## src/include/dwm_pkg.sv

```systemverilog
// Constants for the DDR4 write mask, inversion and preamble data-lane block
package dwm_pkg;
	// APB register byte addresses
	localparam logic [11:0] ADDR_CTRL = 12'h000;
	localparam logic [11:0] ADDR_LAT = 12'h004;
	localparam logic [11:0] ADDR_STATUS = 12'h008;
	localparam logic [11:0] ADDR_LAST = 12'h00C;
	// Control register fields
	localparam int CTRL_MASK_EN = 0;
	localparam int CTRL_WINV_EN = 1;
	localparam int CTRL_RINV_EN = 2;
	localparam int CTRL_TERM_EN = 3;
	localparam int CTRL_CRC_EN = 4;
	localparam int CTRL_WPRE2 = 5;
	localparam int CTRL_RPRE2 = 6;
	localparam int CTRL_READOUT = 7;
	localparam int CTRL_TRAIN = 8;
	localparam int CTRL_W = 9;
	localparam logic [8:0] CTRL_RESET = 9'h000;
	// Latency register field width and reset
	localparam int LAT_W = 5;
	localparam logic [4:0] LAT_RESET = 5'h0B;
	// Status register fields
	localparam int STAT_CRC_ERR = 0;
	localparam int STAT_PERSIST = 1;
	localparam int STAT_TRAIN_DRV = 2;
	localparam int STAT_ILLEGAL = 3;
	localparam int STAT_RD_BUSY = 4;
	// Burst shape
	localparam int BEATS = 8;
	localparam int LANE_W = 8;
	// Timing: one device clock spans two sampling cycles of CLOCK
	localparam int CLK_PERIOD_PS = 8000;
	localparam int TCK_CYC = 2;
	localparam int TMOD_TCK = 24;
	localparam int SDO_EXTRA_PS = 9000;
	localparam int SDO_EXTRA_CYC = (SDO_EXTRA_PS / CLK_PERIOD_PS < 1) ? 1 :
		SDO_EXTRA_PS / CLK_PERIOD_PS;
	localparam int SDO_CYC = TMOD_TCK * TCK_CYC + SDO_EXTRA_CYC;
	localparam int RPRE1_CYC = 1 * TCK_CYC;
	localparam int RPRE2_CYC = 2 * TCK_CYC;
	localparam int RPST_CYC = TCK_CYC / 2;
	// Strobe edges seen before the first write beat in two-clock preamble
	localparam logic [1:0] WPRE2_SKIP = 2'h2;
	// Read engine states
	typedef enum logic [2:0] {
		RD_IDLE = 3'b000,
		RD_LAT = 3'b001,
		RD_PRE = 3'b010,
		RD_BURST = 3'b011,
		RD_POST = 3'b100
	} dwm_rd_state_t;
endpackage

```

## src/verilog/dwm_lane_top.sv

```systemverilog
// Data-lane logic of a DDR4 x8 device: write mask, write inversion, preambles, training
// Operation
// Inversion flag low: invert lane before storing
// Inversion flag high: store lane data unchanged
// Eight beats per burst, one shared bit each
// Controller never enables masking and inversion together
// Only masking, termination, inversion or none legal
// Mask low with masking on: lane not written
// Mask high with masking on: lane written
// CRC plus masking: check first, discard on error
// CRC without masking: commit even on error
// Write preamble one or two clocks by bit
// Write and read preambles set independently
// Two-clock preamble only at supported data rates
// Two-clock write preamble raises primary write latency
// Two-clock mode: recovery and turnaround one higher
// Two-clock mode: column spacing even clock counts
// Write postamble fixed at half clock
// Read preamble one or two clocks by bit
// Training entered by bit, only in readout mode
// Strobes driven valid within driveout delay
// Training holds data lines high; a read burst during training still drives RD_DATA on them
// Strobes parked until readout read, then toggle
// Controller clears training bit to leave training
// Read postamble fixed at half clock
// Inversion on writes only, never on reads
// Shared bit sampled with its own beat
//
// Added by the designer: register access over APB and the register addresses.
`timescale 1ns/1ps
module dwm_lane_top (
	input wire logic CLOCK,
	input wire logic RST_B,
	input wire logic PSEL,
	input wire logic PENABLE,
	input wire logic PWRITE,
	input wire logic [11:0] PADDR,
	input wire logic [31:0] PWDATA,
	output logic [31:0] PRDATA,
	output logic PREADY,
	output logic PSLVERR,
	input wire logic WR_FRAME,
	input wire logic WR_STROBE,
	input wire logic [7:0] DQ_I,
	input wire logic WRITE_MASK_N_I,
	input wire logic CRC_ERR,
	output logic CORE_WE,
	output logic [63:0] CORE_DATA,
	output logic [7:0] CORE_BYTE_EN,
	input wire logic RD_CMD,
	input wire logic [63:0] RD_DATA,
	output logic [7:0] DQ_O,
	output logic DQ_OE_N,
	output logic STROBE_T_O,
	output logic STROBE_C_O,
	output logic STROBE_OE_N
);
	// Pin synchroniser: frame, strobe, shared bit and data travel together
	logic [10:0] pin_s1_q;
	logic [10:0] pin_s2_q;
	logic [10:0] pin_s3_q;
	always_ff @(posedge CLOCK or negedge RST_B) begin
		if (!RST_B) begin
			pin_s1_q <= 11'h000;
			pin_s2_q <= 11'h000;
			pin_s3_q <= 11'h000;
		end else begin
			pin_s1_q <= {WR_FRAME, WR_STROBE, WRITE_MASK_N_I, DQ_I};
			pin_s2_q <= pin_s1_q;
			pin_s3_q <= pin_s2_q;
		end
	end
	wire frame = pin_s2_q[10];
	wire strobe_edge = pin_s2_q[9] ^ pin_s3_q[9];
	wire flag_n = pin_s2_q[8];
	wire [7:0] dq_in = pin_s2_q[7:0];

	// Registers
	logic [dwm_pkg::CTRL_W-1:0] ctrl_q;
	logic [dwm_pkg::LAT_W-1:0] lat_q;
	logic crc_err_q;
	logic [31:0] prdata_q;
	wire mask_en = ctrl_q[dwm_pkg::CTRL_MASK_EN];
	wire winv_en = ctrl_q[dwm_pkg::CTRL_WINV_EN];
	wire crc_en = ctrl_q[dwm_pkg::CTRL_CRC_EN];
	wire wpre2 = ctrl_q[dwm_pkg::CTRL_WPRE2];
	wire rpre2 = ctrl_q[dwm_pkg::CTRL_RPRE2];
	wire train = ctrl_q[dwm_pkg::CTRL_TRAIN];
	wire persist = crc_en & mask_en;
	wire illegal = mask_en & winv_en;

	wire apb_setup = PSEL & ~PENABLE;
	wire apb_access = PSEL & PENABLE;
	wire hit_ctrl = PADDR == dwm_pkg::ADDR_CTRL;
	wire hit_lat = PADDR == dwm_pkg::ADDR_LAT;
	wire hit_status = PADDR == dwm_pkg::ADDR_STATUS;
	wire hit_last = PADDR == dwm_pkg::ADDR_LAST;
	wire hit_any = hit_ctrl | hit_lat | hit_status | hit_last;
	wire wr_ctrl = apb_access & PWRITE & hit_ctrl;
	wire wr_lat = apb_access & PWRITE & hit_lat;
	wire wr_status = apb_access & PWRITE & hit_status;
	assign PREADY = apb_access;
	assign PSLVERR = apb_access & ~hit_any;
	assign PRDATA = prdata_q;

	// Training is accepted only when readout mode is on in the same value
	wire [dwm_pkg::CTRL_W-1:0] ctrl_wr_val = {
		PWDATA[dwm_pkg::CTRL_TRAIN] & PWDATA[dwm_pkg::CTRL_READOUT],
		PWDATA[dwm_pkg::CTRL_W-2:0]};

	// Write path
	logic [1:0] skip_q;
	logic [2:0] beat_q;
	logic [63:0] wbuf_q;
	logic [7:0] wen_q;
	logic burst_done_q;
	logic core_we_q;
	logic [63:0] core_data_q;
	logic [7:0] core_be_q;
	logic [7:0] last_be_q;
	logic last_commit_q;

	wire beat_take = frame & strobe_edge & (skip_q == 2'h0);
	// Masking has priority if software sets both functions
	wire lane_en = mask_en ? flag_n : 1'b1;
	wire lane_inv = ~mask_en & winv_en & ~flag_n;
	wire [7:0] lane_byte = lane_inv ? ~dq_in : dq_in;
	wire last_beat = beat_q == 3'(dwm_pkg::BEATS - 1);
	// Persistent mode drops the burst on a CRC error
	wire commit = ~(persist & CRC_ERR);
	wire crc_set = burst_done_q & crc_en & CRC_ERR;

	always_ff @(posedge CLOCK or negedge RST_B) begin
		if (!RST_B) begin
			skip_q <= 2'h0;
			beat_q <= 3'h0;
			wbuf_q <= 64'h0000000000000000;
			wen_q <= 8'h00;
			burst_done_q <= 1'b0;
		end else begin
			burst_done_q <= beat_take & last_beat;
			if (!frame) begin
				// Edges of a two-clock preamble carry no data
				skip_q <= wpre2 ? dwm_pkg::WPRE2_SKIP : 2'h0;
				// Frame drop after the half-clock postamble closes the burst
				beat_q <= 3'h0;
			end else if (strobe_edge && skip_q != 2'h0) begin
				skip_q <= skip_q - 2'h1;
			end else if (beat_take) begin
				// Data and shared bit come from the same edge
				wbuf_q[beat_q*8 +: 8] <= lane_byte;
				wen_q[beat_q] <= lane_en;
				beat_q <= beat_q + 3'h1;
			end
		end
	end

	always_ff @(posedge CLOCK or negedge RST_B) begin
		if (!RST_B) begin
			core_we_q <= 1'b0;
			core_data_q <= 64'h0000000000000000;
			core_be_q <= 8'h00;
			last_be_q <= 8'h00;
			last_commit_q <= 1'b0;
		end else begin
			core_we_q <= burst_done_q & commit;
			if (burst_done_q) begin
				core_data_q <= wbuf_q;
				core_be_q <= wen_q;
				last_be_q <= wen_q;
				last_commit_q <= commit;
			end
		end
	end
	assign CORE_WE = core_we_q;
	assign CORE_DATA = core_data_q;
	assign CORE_BYTE_EN = core_be_q;

	// Register file
	always_ff @(posedge CLOCK or negedge RST_B) begin
		if (!RST_B) begin
			ctrl_q <= dwm_pkg::CTRL_RESET;
			lat_q <= dwm_pkg::LAT_RESET;
			crc_err_q <= 1'b0;
		end else begin
			if (wr_ctrl) begin
				ctrl_q <= ctrl_wr_val;
			end
			if (wr_lat) begin
				lat_q <= PWDATA[dwm_pkg::LAT_W-1:0];
			end
			// A new error in the clearing cycle is kept
			if (crc_set) begin
				crc_err_q <= 1'b1;
			end else if (wr_status && PWDATA[dwm_pkg::STAT_CRC_ERR]) begin
				crc_err_q <= 1'b0;
			end
		end
	end

	// Read engine
	dwm_pkg::dwm_rd_state_t rd_q;
	dwm_pkg::dwm_rd_state_t rd_d;
	logic [5:0] rcnt_q;
	logic [5:0] rcnt_d;
	logic [10:0] sdo_q;
	logic train_drv_q;
	logic [7:0] dq_o_q;
	logic dq_oe_n_q;
	logic stb_t_q;
	logic stb_c_q;
	logic stb_oe_n_q;

	wire [5:0] lat_cyc = 6'({lat_q, 1'b0}); // Device clocks to sampling cycles
	wire [5:0] pre_cyc = rpre2 ? 6'(dwm_pkg::RPRE2_CYC) : 6'(dwm_pkg::RPRE1_CYC);
	wire rcnt_end = rcnt_q == 6'h00;

	always_comb begin
		rd_d = rd_q;
		rcnt_d = rcnt_end ? 6'h00 : rcnt_q - 6'h01;
		unique case (rd_q)
			dwm_pkg::RD_IDLE: begin
				if (RD_CMD) begin
					rd_d = dwm_pkg::RD_LAT;
					rcnt_d = (lat_cyc == 6'h00) ? 6'h00 : lat_cyc - 6'h01;
				end
			end
			dwm_pkg::RD_LAT: begin
				if (rcnt_end) begin
					rd_d = dwm_pkg::RD_PRE;
					rcnt_d = pre_cyc - 6'h01;
				end
			end
			dwm_pkg::RD_PRE: begin
				if (rcnt_end) begin
					rd_d = dwm_pkg::RD_BURST;
					rcnt_d = 6'(dwm_pkg::BEATS - 1);
				end
			end
			dwm_pkg::RD_BURST: begin
				if (rcnt_end) begin
					rd_d = dwm_pkg::RD_POST;
					rcnt_d = 6'(dwm_pkg::RPST_CYC - 1);
				end
			end
			dwm_pkg::RD_POST: begin
				if (rcnt_end) begin
					rd_d = dwm_pkg::RD_IDLE;
				end
			end
			default: begin
				rd_d = dwm_pkg::RD_IDLE;
				rcnt_d = 6'h00;
			end
		endcase
	end

	// Two-clock preamble shows one high pulse before the last low clock
	wire in_pre = rd_q == dwm_pkg::RD_PRE;
	wire pre_high = rpre2 && in_pre && (rcnt_q == 6'(dwm_pkg::RPRE1_CYC));
	wire [2:0] rbeat = 3'(dwm_pkg::BEATS - 1) - rcnt_q[2:0];
	wire in_burst = rd_q == dwm_pkg::RD_BURST;
	wire rd_active = rd_q != dwm_pkg::RD_IDLE;
	wire rd_latency = rd_q == dwm_pkg::RD_LAT;
	// Outside training, strobes stay released during latency so the preamble is exactly one or two clocks
	wire drive_stb = (rd_active & ~rd_latency) | train_drv_q;

	always_ff @(posedge CLOCK or negedge RST_B) begin
		if (!RST_B) begin
			rd_q <= dwm_pkg::RD_IDLE;
			rcnt_q <= 6'h00;
			sdo_q <= 11'h000;
			train_drv_q <= 1'b0;
		end else begin
			rd_q <= rd_d;
			rcnt_q <= rcnt_d;
			if (!train) begin
				sdo_q <= 11'(dwm_pkg::SDO_CYC - 1);
				train_drv_q <= 1'b0;
			end else if (sdo_q != 11'h000) begin
				sdo_q <= sdo_q - 11'h001;
			end else begin
				train_drv_q <= 1'b1;
			end
		end
	end

	always_ff @(posedge CLOCK or negedge RST_B) begin
		if (!RST_B) begin
			dq_o_q <= 8'hFF;
			dq_oe_n_q <= 1'b1;
			stb_t_q <= 1'b0;
			stb_c_q <= 1'b1;
			stb_oe_n_q <= 1'b1;
		end else begin
			// Read data leaves as stored, with no inversion
			dq_o_q <= in_burst ? RD_DATA[rbeat*8 +: 8] : 8'hFF;
			dq_oe_n_q <= ~(in_burst | train_drv_q);
			stb_t_q <= in_burst ? ~rbeat[0] : pre_high;
			stb_c_q <= in_burst ? rbeat[0] : ~pre_high;
			stb_oe_n_q <= ~drive_stb;
		end
	end
	assign DQ_O = dq_o_q;
	assign DQ_OE_N = dq_oe_n_q;
	assign STROBE_T_O = stb_t_q;
	assign STROBE_C_O = stb_c_q;
	assign STROBE_OE_N = stb_oe_n_q;

	// Read data is captured in the setup cycle and returned in the access cycle
	wire [31:0] status_word = {27'h0000000, rd_active, illegal, train_drv_q, persist, crc_err_q};
	wire [31:0] last_word = {23'h000000, last_commit_q, last_be_q};
	wire [31:0] rd_mux = hit_ctrl ? {23'h000000, ctrl_q} :
		hit_lat ? {27'h0000000, lat_q} :
		hit_status ? status_word :
		hit_last ? last_word : 32'h00000000;
	always_ff @(posedge CLOCK or negedge RST_B) begin
		if (!RST_B) begin
			prdata_q <= 32'h00000000;
		end else if (apb_setup) begin
			prdata_q <= rd_mux;
		end
	end
endmodule

```

## config.mk

```make
export PLATFORM = sky130hd
export DESIGN_NAME = dwm_lane_top
export DESIGN_NICKNAME = d
export VERILOG_FILES = /design/src/include/dwm_pkg.sv /design/src/verilog/dwm_lane_top.sv
export SDC_FILE = /design/constraint.sdc
export NUM_CORES = 1
export LEC_CHECK = 0
export ABC_AREA = 1
export BUFFER_PORTS_ARGS = -buffer_cell sky130_fd_sc_hd__buf_2
export CORE_MARGIN = 1.5
export CORE_UTILIZATION = 54
export DETAILED_ROUTE_END_ITERATION = 8
export GPL_TIMING_DRIVEN = 1
export PLACE_DENSITY = 0.79
export SETUP_SLACK_MARGIN = 0.5
export SLEW_MARGIN = 20
export SYNTH_ARGS = -nofsm -noshare
export SYNTH_HDL_FRONTEND = slang
export SYNTH_SLANG_ARGS = --single-unit
```

## constraint.sdc

```tcl
create_clock -name CLOCK -period 2.9 [get_ports CLOCK]
set_clock_uncertainty 0.05 [all_clocks]
set_input_delay 0.58 -clock CLOCK [delete_from_list [all_inputs] [get_ports CLOCK]]
set_output_delay 0.58 -clock CLOCK [all_outputs]
set_load 0.01 [all_outputs]
```

### After elaboration in Yosys (flattened, before gate mapping)

Cells that the tools add are included.

| word-level totals | value |
|---|---|
| register bits | 264 |
| latch bits | 0 |
| RAM bits | 0 |
| ROM bits | 0 |
| input port bits | 126 |
| output and inout bits | 119 |
| word-level logic and storage cells | 151 |
| memories | 0 |

| operators by class | value |
|---|---|
| $add $sub $neg | 8 |
| multipliers | 0 |
| div/mod/pow operators | 0 |
| magnitude comparators | 2 |
| eq/ne operators | 19 |
| shift-type cells | 3 |
| multiplexer cells | 39 |
| bitwise logic cells | 38 |
| reduce and logical (&&, ||, !) cells | 17 |

Operators with widths:

| cell | number |
|---|---|
| $bwmux 64 | 1 |
| $shift 8x34->64 const A | 1 |
| $shiftx 64x7->8 | 1 |
| $shiftx 8x34->64 | 1 |
| $mux 6 | 6 |
| $mux 9 | 4 |
| $neg 6->34 | 1 |
| $pmux 6 s5 | 1 |
| $mux 3 | 9 |
| $eq 12x4->1 const B | 2 |
| $mux 11 | 2 |
| $and 1x1->1 | 20 |
| $mux 8 | 2 |
| $pmux 3 s5 | 1 |
| $ne 2x2->1 const B | 7 |
| $eq 12x3->1 const B | 1 |
| $logic_not 12->1 | 1 |
| $logic_not 6->1 | 2 |
| $sub 6x1->6 const B | 2 |
| $not 1->1 | 11 |
| $reduce_bool 11->1 | 1 |
| $sub 11x1->11 const B | 1 |
| $bwmux 8 | 1 |
| $mux 1 | 8 |
| 24 further kinds | 39 |

### Logic depth before layout (Yosys ltp)

Gate-level depths: netlist (run 1).

| logic depth | value |
|---|---|
| word-level depth | 6 |
| mapped depth | 11 |
| gate-level depth less buffers | 9 |

### Worst setup path before layout (run 1)

Ideal clock, no wire load.

| path | value |
|---|---|
| path kind | reg2reg |
| start point | reg beat_q[0] |
| end point | reg wbuf_q[6] |
| library setup time | 0.119 ns |
| arrival | 1.942 ns |
| required time | 2.731 ns |
| slack | 0.790 ns |
| cell stages (with the launch flop) | 11 |
| path buffers | 2 |
| clock period less this slack | 2.110 ns |
| path through | dfrtp_1 buf_4 inv_1 ha_1 ha_1 inv_1 nand3_1 nor3_4 buf_6 nand2_1 o21a_1 |

| on the way | value |
|---|---|
| word-level cells in the longest chain between the ends | 3 |
| elaborated cells on any way between the ends | 4 |
| classes of those cells | add/sub: 1; shift: 2; mux: 1 |

RTL lines:

| item | RTL line | RTL |
|---|---|---|
| start: declaration | dwm_lane_top.sv:113 | `logic [2:0] beat_q;` |
| start signal: assignment | dwm_lane_top.sv:153 | `beat_q <= beat_q + 3'h1;` |
| $neg 6->34 (*) | dwm_lane_top.sv:151 | `wbuf_q[beat_q*8 +: 8] <= lane_byte;` |
| $shiftx 8x34->64 / $shift 8x34->64 (equally long branches) | dwm_lane_top.sv:151 |  |
| $bwmux 64 (*) | dwm_lane_top.sv:151 |  |
| end signal: indexed assignment | dwm_lane_top.sv:151 |  |
| end: declaration | dwm_lane_top.sv:114 | `logic [63:0] wbuf_q;` |

Mark *: on every way between the ends. The rest lies on a longest branch, timed or not.
A chain may end at the register's enable or synchronous reset.

### Worst setup path after layout (run 1)

| path | value |
|---|---|
| start point | reg beat_q[1] |
| end point | reg wbuf_q[30] |

The elaborated chain is that of the path after synthesis.

==> metrics.txt, run 1 <==
# TYPE chip_impl_metric gauge
chip_impl_metric{name="dp_hpwl",unit="um"} 17500
chip_impl_metric{name="clk_latency",unit="ps"} 500
chip_impl_metric{name="powerDensity",unit="nW/um2"} 751
chip_impl_metric{name="ir_worst_vdd",unit="mV"} 0.567
chip_impl_metric{name="comb_power_share",unit=""} 0.257
chip_impl_metric{name="final-seq-area",unit="um2"} 5820
chip_impl_metric{name="clockBufferDepth",unit=""} 3
chip_impl_metric{name="layout_min_cycle_time",unit="ps"} 2270
chip_impl_metric{name="rrSetupSlack",unit="ps"} 630
chip_impl_metric{name="chipHeight",unit="um"} 144
chip_impl_info{name="criticalPathCategory",value="flop to flop"} 1
chip_impl_metric{name="initial_core_utilization",unit=""} 0.550
chip_impl_info{name="unrepaired_setup_endpoints_after_global_routing",value="no"} 1
chip_impl_metric{name="max_clock_freq",unit="MHz"} 440
chip_impl_metric{name="switching_share",unit=""} 0.326
chip_impl_metric{name="timing.final.crit_share",unit=""} 0.783
chip_impl_metric{name="pwr-share-clk",unit=""} 0.342
chip_impl_metric{name="finalPower",unit="uW"} 9640
chip_impl_metric{name="wl_per_cell",unit="um"} 15.7
chip_impl_metric{name="die_area",unit="um2"} 20700
chip_impl_metric{name="clkTransAtPathRegs",unit="ps"} 60
chip_impl_metric{name="max_stage_delay",unit="ps"} 460
chip_impl_metric{name="detail_route.first_pass.iterations",unit=""} 6
chip_impl_metric{name="post-route-drc-count",unit=""} 0
chip_impl_metric{name="sequentialPowerShare",unit=""} 0.401
chip_impl_metric{name="count_of_cells_along_the_worst_register_to_register_path",unit=""} 8
chip_impl_info{name="crit_end",value="wbuf_q[30]"} 1
chip_impl_metric{name="synth.cell_area",unit="um2"} 10700
chip_impl_metric{name="final_core_util",unit=""} 0.659
chip_impl_metric{name="setup_tns",unit="ps"} 0
chip_impl_metric{name="grt_start_max_net_pins",unit=""} 66
chip_impl_info{name="cts_tree",value="yes"} 1
chip_impl_metric{name="clkSinkCount",unit=""} 232
chip_impl_metric{name="global_placement_routability_congestion",unit=""} 0.901
chip_impl_metric{name="port_buffers",unit=""} 198
chip_impl_metric{name="grt.total_usage",unit=""} 0.249
chip_impl_info{name="critical_path.startpoint_type",value="flop"} 1
chip_impl_info{name="mostFrequentLayoutCells",value="sky130_fd_sc_hd__nand2_1 (309), sky130_fd_sc_hd__dfrtp_1 (217), sky130_fd_sc_hd__buf_2 (197), sky130_fd_sc_hd__nand3_1 (132), sky130_fd_sc_hd__inv_1 (100)"} 1
chip_impl_info{name="outcome",value="finished clean"} 1
chip_impl_metric{name="report.final.setup_viol",unit=""} 0
chip_impl_metric{name="met3_wirelength",unit="um"} 1660
chip_impl_metric{name="avgViaCountPerCell",unit=""} 5.39
chip_impl_metric{name="post-place-cells",unit=""} 1593
chip_impl_metric{name="route.met2.wl",unit="um"} 12800
chip_impl_metric{name="max_slew_violation_count",unit=""} 0
chip_impl_metric{name="wirelength_met1",unit="um"} 10300
chip_impl_metric{name="worst_pin_slew",unit="ps"} 732
chip_impl_metric{name="insertedDiodeCount",unit=""} 0
chip_impl_metric{name="synth.yosys.warnings",unit=""} 0
chip_impl_metric{name="gate_count_of_the_mapped_netlist",unit=""} 1152
chip_impl_info{name="critical-path-slowest-cell",value="sky130_fd_sc_hd__dfrtp_1"} 1
chip_impl_metric{name="drt_first_iter_violations",unit=""} 575
chip_impl_metric{name="num_rows",unit=""} 51
chip_impl_info{name="hold_class",value="input pin to flop"} 1
chip_impl_metric{name="yosys_register_bits",unit=""} 232
chip_impl_metric{name="worst_endpoint_data_arrival_time",unit="ps"} 2610
chip_impl_metric{name="numCtsBuffers",unit=""} 25
chip_impl_metric{name="die-width",unit="um"} 144
chip_impl_info{name="path_cells",value="inv_1, ha_4, ha_1, nand3_1, nor2_2, inv_2, nand2_1, nand2_1"} 1
chip_impl_metric{name="htree_levels",unit=""} 1
chip_impl_metric{name="grt_pass1_wl",unit="um"} 40800
chip_impl_metric{name="core_area",unit="um2"} 19500
chip_impl_metric{name="report.final.hold_viol_count",unit=""} 0
chip_impl_info{name="highest-signal-layer",value="met4"} 1
chip_impl_metric{name="overflow",unit=""} 0
chip_impl_metric{name="max_slew_margin",unit=""} 0.512
chip_impl_metric{name="internal_portion_of_total_power",unit="uW"} 6500
chip_impl_info{name="rr_startpoint",value="beat_q[1]"} 1
chip_impl_metric{name="required_worst_endpoint",unit="ps"} 3240
chip_impl_metric{name="worstPathMaxFanout",unit=""} 9
chip_impl_metric{name="switching_component_of_the_power",unit="uW"} 3140
chip_impl_info{name="reg_to_reg_end",value="wbuf_q[30]"} 1
chip_impl_metric{name="vias",unit=""} 8829
chip_impl_info{name="crit_path_most_repeated_cell",value="sky130_fd_sc_hd__nand2_1"} 1
chip_impl_metric{name="area_delta_synth_final",unit="%"} 19.9
chip_impl_info{name="clk_root_buffer_cell",value="sky130_fd_sc_hd__clkbuf_16"} 1
chip_impl_metric{name="drive_gt1_frac",unit=""} 0.270
chip_impl_metric{name="antenna_found_initial",unit=""} 0
chip_impl_metric{name="ys_seq_area_frac",unit=""} 0.544
chip_impl_info{name="worst_setup_path_startpoint",value="beat_q[1]"} 1
chip_impl_info{name="end_kind",value="flop"} 1
chip_impl_metric{name="multi_input_comb_area",unit="um2"} 4200
chip_impl_metric{name="final_cells",unit=""} 1638
chip_impl_metric{name="design.final.nets",unit=""} 1499
chip_impl_metric{name="routed_wirelength",unit="um"} 25700
chip_impl_info{name="layout.cells.most_common",value="sky130_fd_sc_hd__nand2_1"} 1
chip_impl_metric{name="top_level_ports",unit=""} 245
chip_impl_metric{name="avgSynthCellArea",unit="um2"} 9.29
chip_impl_metric{name="power.leakage",unit="uW"} 0.00696
chip_impl_metric{name="final_antenna_net_count",unit=""} 0
chip_impl_metric{name="drv_cap",unit=""} 0
chip_impl_metric{name="vias_in_the_first_global_route",unit=""} 8475
chip_impl_metric{name="synth.lib_cells_used.distinct",unit=""} 37
chip_impl_metric{name="filler_cell_count",unit=""} 1503
-- critical path: cells and delay by family, from the launching register on --
family / cells / cell delay, ps
flip-flops: 1 / 460
AND/OR/NAND/NOR: 4 / 760
adder cells (fa/ha/maj): 2 / 550
buffers and inverters: 2 / 340
-- cell usage after synthesis, drive strengths merged --
cell type  instances  share of area
nor2              58          0.025
nand2            312           0.11
nand3            134          0.064
o31ai              1        0.00070
xor2               6         0.0056
buf               42          0.029
o21ai             68          0.032
o21a               8         0.0056
dfstp             14          0.034
nand4             45          0.026
or2                1        0.00058
nand3b             3         0.0021
nor3              11         0.0077
a21oi              8         0.0037
a31oi              4         0.0023
inv              104          0.036
o21bai             1        0.00070
mux2              72          0.076
clkbuf            18         0.0063
conb               1        0.00035
ha                15          0.018
clkinv             6         0.0021
o22ai              1        0.00058
xnor2              1        0.00082
dfrtp            218           0.51
-- through the flow --
step	setup slack, ps	hold slack (ps)	instance area (um2)
5_1_grt	499	109	12800
2_1_floorplan	790	234	10800
6_report	630	127	12800
3_3_place_gp	404	282	11900
3_5_place_dp	368	285	11900
4_1_cts	548	112	12800
-- power by group through the flow --
stage	Clock, uW	Combinational [uW]	Sequential [uW]
6_report	3300	2480	3860
5_1_grt	3490	2790	3890
4_1_cts	3360	2410	3850
3_5_place_dp	0	2380	3910
3_3_place_gp	0	2310	3890
2_1_floorplan	0	1700	3880
-- final cells by class --
type                            count  area share
Clock buffer                       32      0.0547
Clock inverter                     10      0.0124
Inverter                          110      0.0325
Multi-Input combinational cell    772       0.328
Sequential cell                   232       0.454
Tap cell                          265      0.0258
Timing Repair Buffer              217      0.0932
-- worst min path at each step --
stage | from | end | slack (ps) | cells past startpoint
after floorplan | RST_B | CORE_DATA[0] | 230 | 0
after global placement | pin_s1_q[4] | pin_s2_q[4] | 280 | 0
after detailed placement | pin_s1_q[2] | pin_s2_q[2] | 280 | 0
after CTS | DQ_I[0] | pin_s1_q[0] | 110 | 1
after global routing | DQ_I[6] | pin_s1_q[6] | 110 | 1
final | DQ_I[0] | pin_s1_q[0] | 130 | 1
-- repair_timing --
action,4_1_cts,5_1_grt
endpoints found under the hold margin,58,0
pin swaps,0,2
hold buffers,1,0
setup buffers,0,2
cloned,0,0
gates resized for setup,2,5
endpoints found under the setup margin,17,37
-- registers in the layout, summed over array words and instances, names as in the netlist, 8 cells and up --
signal,cells
CORE_DATA,64
DQ_O,8
PRDATA,9
ctrl_q,9
last_be_q,8
pin_s1_q,11
pin_s2_q,11
sdo_q,11
wbuf_q,64
wen_q,8
-- logic make-up (layout without fill, tap and decap cells) --
| family | after synthesis | after routing | synth area share |
|---|---|---|---|
| other cells | 1 | 23 | 0.000350 |
| simple gates | 564 | 564 | 0.237 |
| flops | 232 | 232 | 0.544 |
| compound gates | 91 | 91 | 0.0455 |
| mux | 72 | 72 | 0.0757 |
| xor+xnor | 7 | 7 | 0.00643 |
| buf+inv | 170 | 369 | 0.0739 |
| fa+ha+maj | 15 | 15 | 0.0175 |
-- per-layer routing --
metal	vias to the layer above	track usage
met3	71	0.0367
li1	4148	-
met5	-	0
met4	0	0.105
met2	379	0.442
met1	4231	0.303
(Power assumes the default switching activity.)
==> inputs of run 2 (changes only) <==
--- a/config.mk
+++ b/config.mk
@@ -5,7 +5,7 @@
 export SDC_FILE = /design/constraint.sdc
 export NUM_CORES = 1
 export LEC_CHECK = 0
-export ABC_AREA = 1
+export ABC_AREA = 0
 export BUFFER_PORTS_ARGS = -buffer_cell sky130_fd_sc_hd__buf_2
 export CORE_MARGIN = 1.5
 export CORE_UTILIZATION = 54
==> constraint.sdc (replaced) <==
create_clock -name CLOCK -period 2.2 [get_ports CLOCK]
set_clock_uncertainty 0.05 [all_clocks]
set_input_delay 0.44 -clock CLOCK [delete_from_list [all_inputs] [get_ports CLOCK]]
set_output_delay 0.44 -clock CLOCK [all_outputs]
set_load 0.01 [all_outputs]
==> metrics.txt, run 2 <==
# TYPE chip_impl_metric gauge
chip_impl_info{name="outcome",value="finished clean"} 1
chip_impl_metric{name="antenna_found_initial",unit=""} 0
chip_impl_metric{name="num_rows",unit=""} 50
chip_impl_metric{name="power.leakage",unit="uW"} 0.00685
chip_impl_metric{name="required_worst_endpoint",unit="ps"} 1710
chip_impl_metric{name="area_delta_synth_final",unit="%"} 32.4
chip_impl_metric{name="critPathBufInv",unit=""} 2
chip_impl_metric{name="detail_route.first_pass.iterations",unit=""} 5
chip_impl_metric{name="top_level_ports",unit=""} 245
chip_impl_info{name="mostFrequentLayoutCells",value="sky130_fd_sc_hd__dfrtp_1 (211), sky130_fd_sc_hd__buf_2 (196), sky130_fd_sc_hd__mux2_2 (101), sky130_fd_sc_hd__buf_4 (64), sky130_fd_sc_hd__nor2_1 (58)"} 1
chip_impl_metric{name="insertedDiodeCount",unit=""} 0
chip_impl_info{name="hold_class",value="input pin to flop"} 1
chip_impl_metric{name="ys_seq_area_frac",unit=""} 0.564
chip_impl_metric{name="die-width",unit="um"} 141
chip_impl_metric{name="numCtsBuffers",unit=""} 24
chip_impl_metric{name="worstPathMaxFanout",unit=""} 2
chip_impl_metric{name="clockBufferDepth",unit=""} 3
chip_impl_metric{name="wl_per_cell",unit="um"} 18.3
chip_impl_metric{name="synth.top_cell.area_share",unit=""} 0.528
chip_impl_metric{name="post-route-drc-count",unit=""} 0
chip_impl_metric{name="ir_worst_vdd",unit="mV"} 0.562
chip_impl_metric{name="global_placement_routability_congestion",unit=""} 0.872
chip_impl_metric{name="max_slew_margin",unit=""} 0.608
chip_impl_info{name="top_cells_by_instance_count_after_synthesis",value="sky130_fd_sc_hd__dfrtp_1 (218), sky130_fd_sc_hd__mux2_2 (142), sky130_fd_sc_hd__nor2_1 (60), sky130_fd_sc_hd__nand2_1 (46), sky130_fd_sc_hd__o21ai_0 (25)"} 1
chip_impl_metric{name="dp_hpwl",unit="um"} 16000
chip_impl_info{name="critical_path.startpoint_type",value="input pin"} 1
chip_impl_metric{name="drive_gt1_frac",unit=""} 0.549
chip_impl_metric{name="vias_in_the_first_global_route",unit=""} 7217
chip_impl_metric{name="max_slew_violation_count",unit=""} 0
chip_impl_metric{name="drv_cap",unit=""} 0
chip_impl_metric{name="synth.cell_area",unit="um2"} 10300
chip_impl_metric{name="final_cells",unit=""} 1319
chip_impl_metric{name="report.final.setup_viol",unit=""} 0
chip_impl_metric{name="design.final.nets",unit=""} 1208
chip_impl_metric{name="synth.yosys.warnings",unit=""} 0
chip_impl_metric{name="synth_edf_count",unit=""} 0
chip_impl_metric{name="routed_wirelength",unit="um"} 24100
chip_impl_metric{name="gate_count_of_the_mapped_netlist",unit=""} 776
chip_impl_metric{name="htree_levels",unit=""} 1
chip_impl_metric{name="chipHeight",unit="um"} 141
chip_impl_metric{name="overflow",unit=""} 0
chip_impl_info{name="end_kind",value="output port"} 1
chip_impl_info{name="synthTopCellsByArea",value="sky130_fd_sc_hd__dfrtp_1 (53%), sky130_fd_sc_hd__mux2_2 (15%), sky130_fd_sc_hd__mux4_2 (4.6%), sky130_fd_sc_hd__dfstp_2 (3.6%), sky130_fd_sc_hd__nor2_1 (2.2%)"} 1
chip_impl_metric{name="finalPower",unit="uW"} 12200
chip_impl_metric{name="worst_endpoint_data_arrival_time",unit="ps"} 1510
chip_impl_metric{name="synth.lib_cells_used.distinct",unit=""} 62
chip_impl_metric{name="clkSinkCount",unit=""} 232
chip_impl_metric{name="max_clock_freq",unit="MHz"} 499
chip_impl_metric{name="core_area",unit="um2"} 18700
chip_impl_metric{name="report.final.hold_viol_count",unit=""} 0
chip_impl_metric{name="vias",unit=""} 7210
chip_impl_info{name="critical-path-slowest-cell",value="sky130_fd_sc_hd__or4_4"} 1
chip_impl_metric{name="post-place-cells",unit=""} 1221
chip_impl_metric{name="avgSynthCellArea",unit="um2"} 13.3
chip_impl_info{name="clk_root_buffer_cell",value="sky130_fd_sc_hd__clkbuf_16"} 1
chip_impl_metric{name="clk_latency",unit="ps"} 520
chip_impl_info{name="worst_path_dominant_cell_family",value="simple AND/OR/NAND/NOR gates"} 1
chip_impl_info{name="cts_tree",value="yes"} 1
chip_impl_metric{name="die_area",unit="um2"} 20000
chip_impl_metric{name="worst_pin_slew",unit="ps"} 586
chip_impl_metric{name="grt.total_usage",unit=""} 0.236
chip_impl_info{name="path_cells",value="buf_6, or4_4, nor4_4, nor2b_1, buf_2"} 1
chip_impl_info{name="unrepaired_setup_endpoints_after_global_routing",value="yes"} 1
chip_impl_metric{name="timing.final.crit_share",unit=""} 0.911
chip_impl_metric{name="grt_pass1_wl",unit="um"} 37500
chip_impl_metric{name="filler_cell_count",unit=""} 1219
chip_impl_info{name="criticalPathCategory",value="input pin to output port"} 1
chip_impl_metric{name="grt_start_max_net_pins",unit=""} 60
chip_impl_metric{name="max_stage_delay",unit="ps"} 540
chip_impl_metric{name="final_antenna_net_count",unit=""} 0
chip_impl_metric{name="drt_first_iter_violations",unit=""} 348
chip_impl_info{name="netlist.top_cell.by_area",value="sky130_fd_sc_hd__dfrtp_1"} 1
chip_impl_metric{name="clkTransAtPathRegs",unit="ps"} 60
chip_impl_metric{name="yosys_register_bits",unit=""} 232
chip_impl_metric{name="holdWs",unit="ps"} 17.4
chip_impl_metric{name="port_buffers",unit=""} 198
chip_impl_metric{name="powerDensity",unit="nW/um2"} 892
chip_impl_metric{name="avgViaCountPerCell",unit=""} 5.47
chip_impl_info{name="yosysMostFrequentCell",value="sky130_fd_sc_hd__dfrtp_1"} 1
chip_impl_metric{name="synth_async_sr_flop_share",unit=""} 1.00
chip_impl_metric{name="initial_core_utilization",unit=""} 0.552
chip_impl_info{name="top_flip_flop_cell_by_instance_count_after_synthesis",value="sky130_fd_sc_hd__dfrtp_1"} 1
chip_impl_info{name="layout.cells.most_common",value="sky130_fd_sc_hd__dfrtp_1"} 1
chip_impl_metric{name="layout_min_cycle_time",unit="ps"} 2000
run 2: cell count changes after synthesis, moves of 8 or more:
cell	before	now
sky130_fd_sc_hd__nand3_1	132	8
sky130_fd_sc_hd__mux2_4	0	8
sky130_fd_sc_hd__mux4_2	0	21
sky130_fd_sc_hd__inv_1	100	18
sky130_fd_sc_hd__o21ai_0	64	25
sky130_fd_sc_hd__nand2_1	309	46
sky130_fd_sc_hd__mux2i_1	0	10
sky130_fd_sc_hd__nor2_1	48	60
sky130_fd_sc_hd__mux2_2	72	142
sky130_fd_sc_hd__nand4_1	45	6
sky130_fd_sc_hd__xnor2_1	1	15
run 2: report_power, final:
part           switching [uW]  leakage, uW  internal [uW]
Combinational            1510      0.00343           1560
Sequential                388      0.00305           4720
Clock                    1740     0.000367           2260
run 2: repair_timing:
item | in CTS | in global routing
gates resized for setup | 46 | 67
pin swaps | 12 | 25
buffers inserted | 20 | 23
hold buffers | 9 | 1
endpoints found under the setup margin | 81 | 114
cloned | 0 | 1
hold endpoints to repair | 49 | 1
run 2: metal layers:
metal | global-route usage | part of all wire | vias up
met5 | 0 | 0 | -
met4 | 0.0641 | 0.018 | 0
met3 | 0.0381 | 0.055 | 36
met2 | 0.397 | 0.50 | 229
met1 | 0.322 | 0.43 | 3629
li1 | - | - | 3316
run 2: layout make-up:
class	instances	area, um2	area share
well taps	234	293	0.0214
multi-input cells	493	4740	0.347
flip-flops and latches	232	5830	0.427
clock inverters	15	134	0.00979
repair buffers	298	1950	0.142
inverters	18	77.6	0.00567
clock buffers	29	651	0.0476
run 2: stage by stage:
| step | worst slack [ps] | area (um2) | utilization | setup TNS (ps) |
|---|---|---|---|---|
| 6_report | 196 | 13700 | 0.731 | 0 |
| 5_1_grt | 141 | 13700 | 0.731 | 0 |
| 4_1_cts | 177 | 13200 | 0.708 | 0 |
| 3_5_place_dp | -14.7 | 12000 | 0.642 | -28.6 |
| 3_3_place_gp | 34.6 | 12000 | 0.642 | 0 |
| 2_1_floorplan | -34.3 | 10700 | - | -274 |
run 2: final timing paths:
check | from | to | slack (ps) | depth (start not counted)
min reg2reg | pin_s1_q[8] | pin_s2_q[8] | 300 | 0
min | WRITE_MASK_N_I | pin_s1_q[8] | 20 | 1
max | PADDR[5] | PSLVERR | 200 | 5
max reg2reg | pin_s2_q[9] | wbuf_q[52] | 270 | 5
max in group asynchronous | RST_B | rd_q[2] | 1000 | 3
min in group asynchronous | RST_B | burst_done_q | 420 | 2
run 2: kinds of logic (layout without fill, tap and decap cells):
group           Yosys count  count (layout)  share of synthesized area
compound gates           72              72                     0.0452
xor+xnor                 18              18                     0.0160
fa+ha+maj                15              15                     0.0182
buf+inv                  73             360                     0.0359
flops                   232             232                      0.564
mux                     181             181                      0.222
other cells               1              23                   0.000363
simple gates            184             184                     0.0984
==> inputs of run 3 (changes only) <==
--- a/config.mk
+++ b/config.mk
@@ -11,7 +11,7 @@
 export CORE_UTILIZATION = 54
 export DETAILED_ROUTE_END_ITERATION = 8
 export GPL_TIMING_DRIVEN = 1
-export PLACE_DENSITY = 0.79
+export PLACE_DENSITY_LB_ADDON = 0.12
 export SETUP_SLACK_MARGIN = 0.5
 export SLEW_MARGIN = 20
 export SYNTH_ARGS = -nofsm -noshare
==> metrics.txt, run 3 (same netlist as run 2, synthesis figures left out) <==
# TYPE chip_impl_metric gauge
chip_impl_info{name="outcome",value="finished clean"} 1
chip_impl_metric{name="post-place-cells",unit=""} 1208
chip_impl_metric{name="worst_pin_slew",unit="ps"} 538
chip_impl_metric{name="power.leakage",unit="uW"} 0.00679
chip_impl_metric{name="max_slew_margin",unit=""} 0.639
chip_impl_metric{name="chipHeight",unit="um"} 141
chip_impl_metric{name="worst_endpoint_data_arrival_time",unit="ps"} 1510
chip_impl_info{name="critical-path-slowest-cell",value="sky130_fd_sc_hd__or4_4"} 1
chip_impl_metric{name="top_level_ports",unit=""} 245
chip_impl_metric{name="clkSinkCount",unit=""} 232
chip_impl_metric{name="placed_cell_area",unit="um2"} 11900
chip_impl_info{name="worst_setup_path_startpoint",value="PADDR[6]"} 1
chip_impl_metric{name="required_worst_endpoint",unit="ps"} 1710
chip_impl_metric{name="rrSetupSlack",unit="ps"} 260
chip_impl_metric{name="grt_pass1_wl",unit="um"} 38600
chip_impl_metric{name="antenna_found_initial",unit=""} 0
chip_impl_metric{name="vias_in_the_first_global_route",unit=""} 7398
chip_impl_info{name="criticalPathCategory",value="input pin to output port"} 1
chip_impl_info{name="path_cells",value="buf_6, or4_4, nor4_4, nor2b_1, buf_2"} 1
chip_impl_metric{name="report.final.hold_viol_count",unit=""} 0
chip_impl_metric{name="drive_gt1_frac",unit=""} 0.542
chip_impl_metric{name="clkTransAtPathRegs",unit="ps"} 60
chip_impl_metric{name="grt.met3_usage",unit=""} 0.0368
chip_impl_info{name="mostFrequentLayoutCells",value="sky130_fd_sc_hd__dfrtp_1 (211), sky130_fd_sc_hd__buf_2 (196), sky130_fd_sc_hd__mux2_2 (104), sky130_fd_sc_hd__nor2_1 (52), sky130_fd_sc_hd__mux2_4 (46)"} 1
chip_impl_metric{name="core_area",unit="um2"} 18700
chip_impl_metric{name="holdWs",unit="ps"} 108
chip_impl_metric{name="die-width",unit="um"} 141
chip_impl_metric{name="global_placement_routability_congestion",unit=""} 0.851
chip_impl_metric{name="area_delta_synth_final",unit="%"} 31.7
chip_impl_metric{name="avgViaCountPerCell",unit=""} 5.45
chip_impl_metric{name="overflow",unit=""} 0
chip_impl_metric{name="report.final.setup_viol",unit=""} 0
chip_impl_info{name="worst_path_dominant_cell_family",value="simple AND/OR/NAND/NOR gates"} 1
chip_impl_metric{name="grt.total_usage",unit=""} 0.243
chip_impl_metric{name="post-route-drc-count",unit=""} 0
chip_impl_metric{name="insertedDiodeCount",unit=""} 0
chip_impl_metric{name="final_antenna_net_count",unit=""} 0
chip_impl_metric{name="globalRouteMet1Util",unit=""} 0.335
chip_impl_metric{name="htree_levels",unit=""} 1
chip_impl_metric{name="wl_per_cell",unit="um"} 18.3
chip_impl_metric{name="port_buffers",unit=""} 198
chip_impl_info{name="globalRoute.busiestLayer",value="met2"} 1
chip_impl_metric{name="critical_path_cell_count",unit=""} 5
chip_impl_metric{name="powerDensity",unit="nW/um2"} 875
chip_impl_metric{name="ir_worst_vdd",unit="mV"} 0.791
chip_impl_metric{name="dp_hpwl",unit="um"} 15700
chip_impl_metric{name="design.final.nets",unit=""} 1194
chip_impl_metric{name="max_slew_violation_count",unit=""} 0
chip_impl_metric{name="drv_cap",unit=""} 0
chip_impl_metric{name="vias",unit=""} 7097
chip_impl_metric{name="timing.final.crit_share",unit=""} 0.911
chip_impl_metric{name="max_stage_delay",unit="ps"} 530
chip_impl_metric{name="count_of_cells_along_the_worst_register_to_register_path",unit=""} 9
chip_impl_info{name="end_kind",value="output port"} 1
chip_impl_info{name="cts_tree",value="yes"} 1
chip_impl_metric{name="clockBufferDepth",unit=""} 3
chip_impl_metric{name="max_clock_freq",unit="MHz"} 499
chip_impl_metric{name="clk_latency",unit="ps"} 520
chip_impl_metric{name="finalPower",unit="uW"} 11900
chip_impl_metric{name="layout_min_cycle_time",unit="ps"} 2000
chip_impl_info{name="rr_startpoint",value="beat_q[1]"} 1
chip_impl_info{name="clk_root_buffer_cell",value="sky130_fd_sc_hd__clkbuf_16"} 1
chip_impl_metric{name="die_area",unit="um2"} 20000
chip_impl_metric{name="initial_core_utilization",unit=""} 0.552
chip_impl_metric{name="grt_use_met2",unit=""} 0.411
chip_impl_metric{name="grt_start_max_net_pins",unit=""} 66
chip_impl_metric{name="detail_route.first_pass.iterations",unit=""} 4
chip_impl_info{name="layout.cells.most_common",value="sky130_fd_sc_hd__dfrtp_1"} 1
chip_impl_metric{name="finish.instance_area",unit="um2"} 13600
chip_impl_metric{name="worstPathMaxFanout",unit=""} 2
chip_impl_info{name="hold_class",value="input pin to flop"} 1
chip_impl_metric{name="num_rows",unit=""} 50
chip_impl_metric{name="filler_cell_count",unit=""} 1281
chip_impl_metric{name="final_cells",unit=""} 1303
chip_impl_info{name="unrepaired_setup_endpoints_after_global_routing",value="yes"} 1
chip_impl_metric{name="routed_wirelength",unit="um"} 23800
chip_impl_metric{name="numCtsBuffers",unit=""} 25
chip_impl_info{name="critical_path.startpoint_type",value="input pin"} 1
chip_impl_metric{name="critPathBufInv",unit=""} 2
chip_impl_info{name="crit_end",value="PSLVERR"} 1
chip_impl_info{name="reg_to_reg_end",value="wbuf_q[7]"} 1
chip_impl_metric{name="drt_first_iter_violations",unit=""} 360
[run 3: changes by cell type in the layout (fill, tap and decap cells not counted), moves of 7 or more]
cell | previous run | this run
sky130_fd_sc_hd__buf_4 | 64 | 41
sky130_fd_sc_hd__xnor2_1 | 15 | 8
sky130_fd_sc_hd__xnor2_2 | 0 | 7
sky130_fd_sc_hd__clkbuf_1 | 3 | 11
sky130_fd_sc_hd__buf_6 | 16 | 24
[run 3: per-layer routing]
layer,wire length (um),vias up
li1,-,3283
met4,399,0
met1,10500,3583
met5,0,-
met2,11800,197
met3,1140,34
[run 3: stage by stage]
stage	TNS, ps	worst slack [ps]	utilization
after floorplan	-274	-34.3	-
after global placement	-12.4	-6.43	0.637
after detailed placement	-259	-27.1	0.637
after CTS	0	121	0.713
after global routing	0	146	0.727
final	0	195	0.727
[run 3: worst min path at each step]
stage | from | to | slack, ps | cells after the start
floorplan | RST_B | CORE_DATA[0] | 90 | 0
global route | CRC_ERR | CORE_WE | 100 | 2
finish | PWDATA[6] | ctrl_q[6] | 110 | 2
CTS | CRC_ERR | CORE_WE | 90 | 2
global placement | pin_s1_q[6] | pin_s2_q[6] | 280 | 0
detailed placement | pin_s1_q[5] | pin_s2_q[5] | 280 | 0
[run 3: worst reg2reg max path: stages, from the launching register on]
cell and delay, ps:
sky130_fd_sc_hd__dfrtp_1 400, sky130_fd_sc_hd__buf_6 130, sky130_fd_sc_hd__inv_4 30, sky130_fd_sc_hd__ha_4 150, sky130_fd_sc_hd__ha_4 270, sky130_fd_sc_hd__nor3b_2 220
sky130_fd_sc_hd__nand4_1 220, sky130_fd_sc_hd__buf_6 230, sky130_fd_sc_hd__nand2_2 50, sky130_fd_sc_hd__o21ai_1 60
[run 3: area by class of cell]
cell class,instances,area (um2),share of cell area
Clock buffer,39,708,0.0521
Clock inverter,4,30.0,0.00221
Inverter,18,75.1,0.00552
Multi-Input combinational cell,493,4790,0.352
Sequential cell,232,5830,0.429
Tap cell,234,293,0.0215
Timing Repair Buffer,283,1870,0.137
[run 3: timing repair]
action | 4_1_cts | 5_1_grt
resized for setup | 72 | 49
hold buffers | 12 | 0
gates cloned | 0 | 1
setup buffers | 28 | 11
setup endpoints to repair | 85 | 104
endpoints found under the hold margin | 58 | 0
pin swaps | 17 | 20
[run 3: power by group]
group,internal (uW),switching (uW)
clock network,2210,1630
logic,1480,1480
registers,4730,356
total,8420,3470
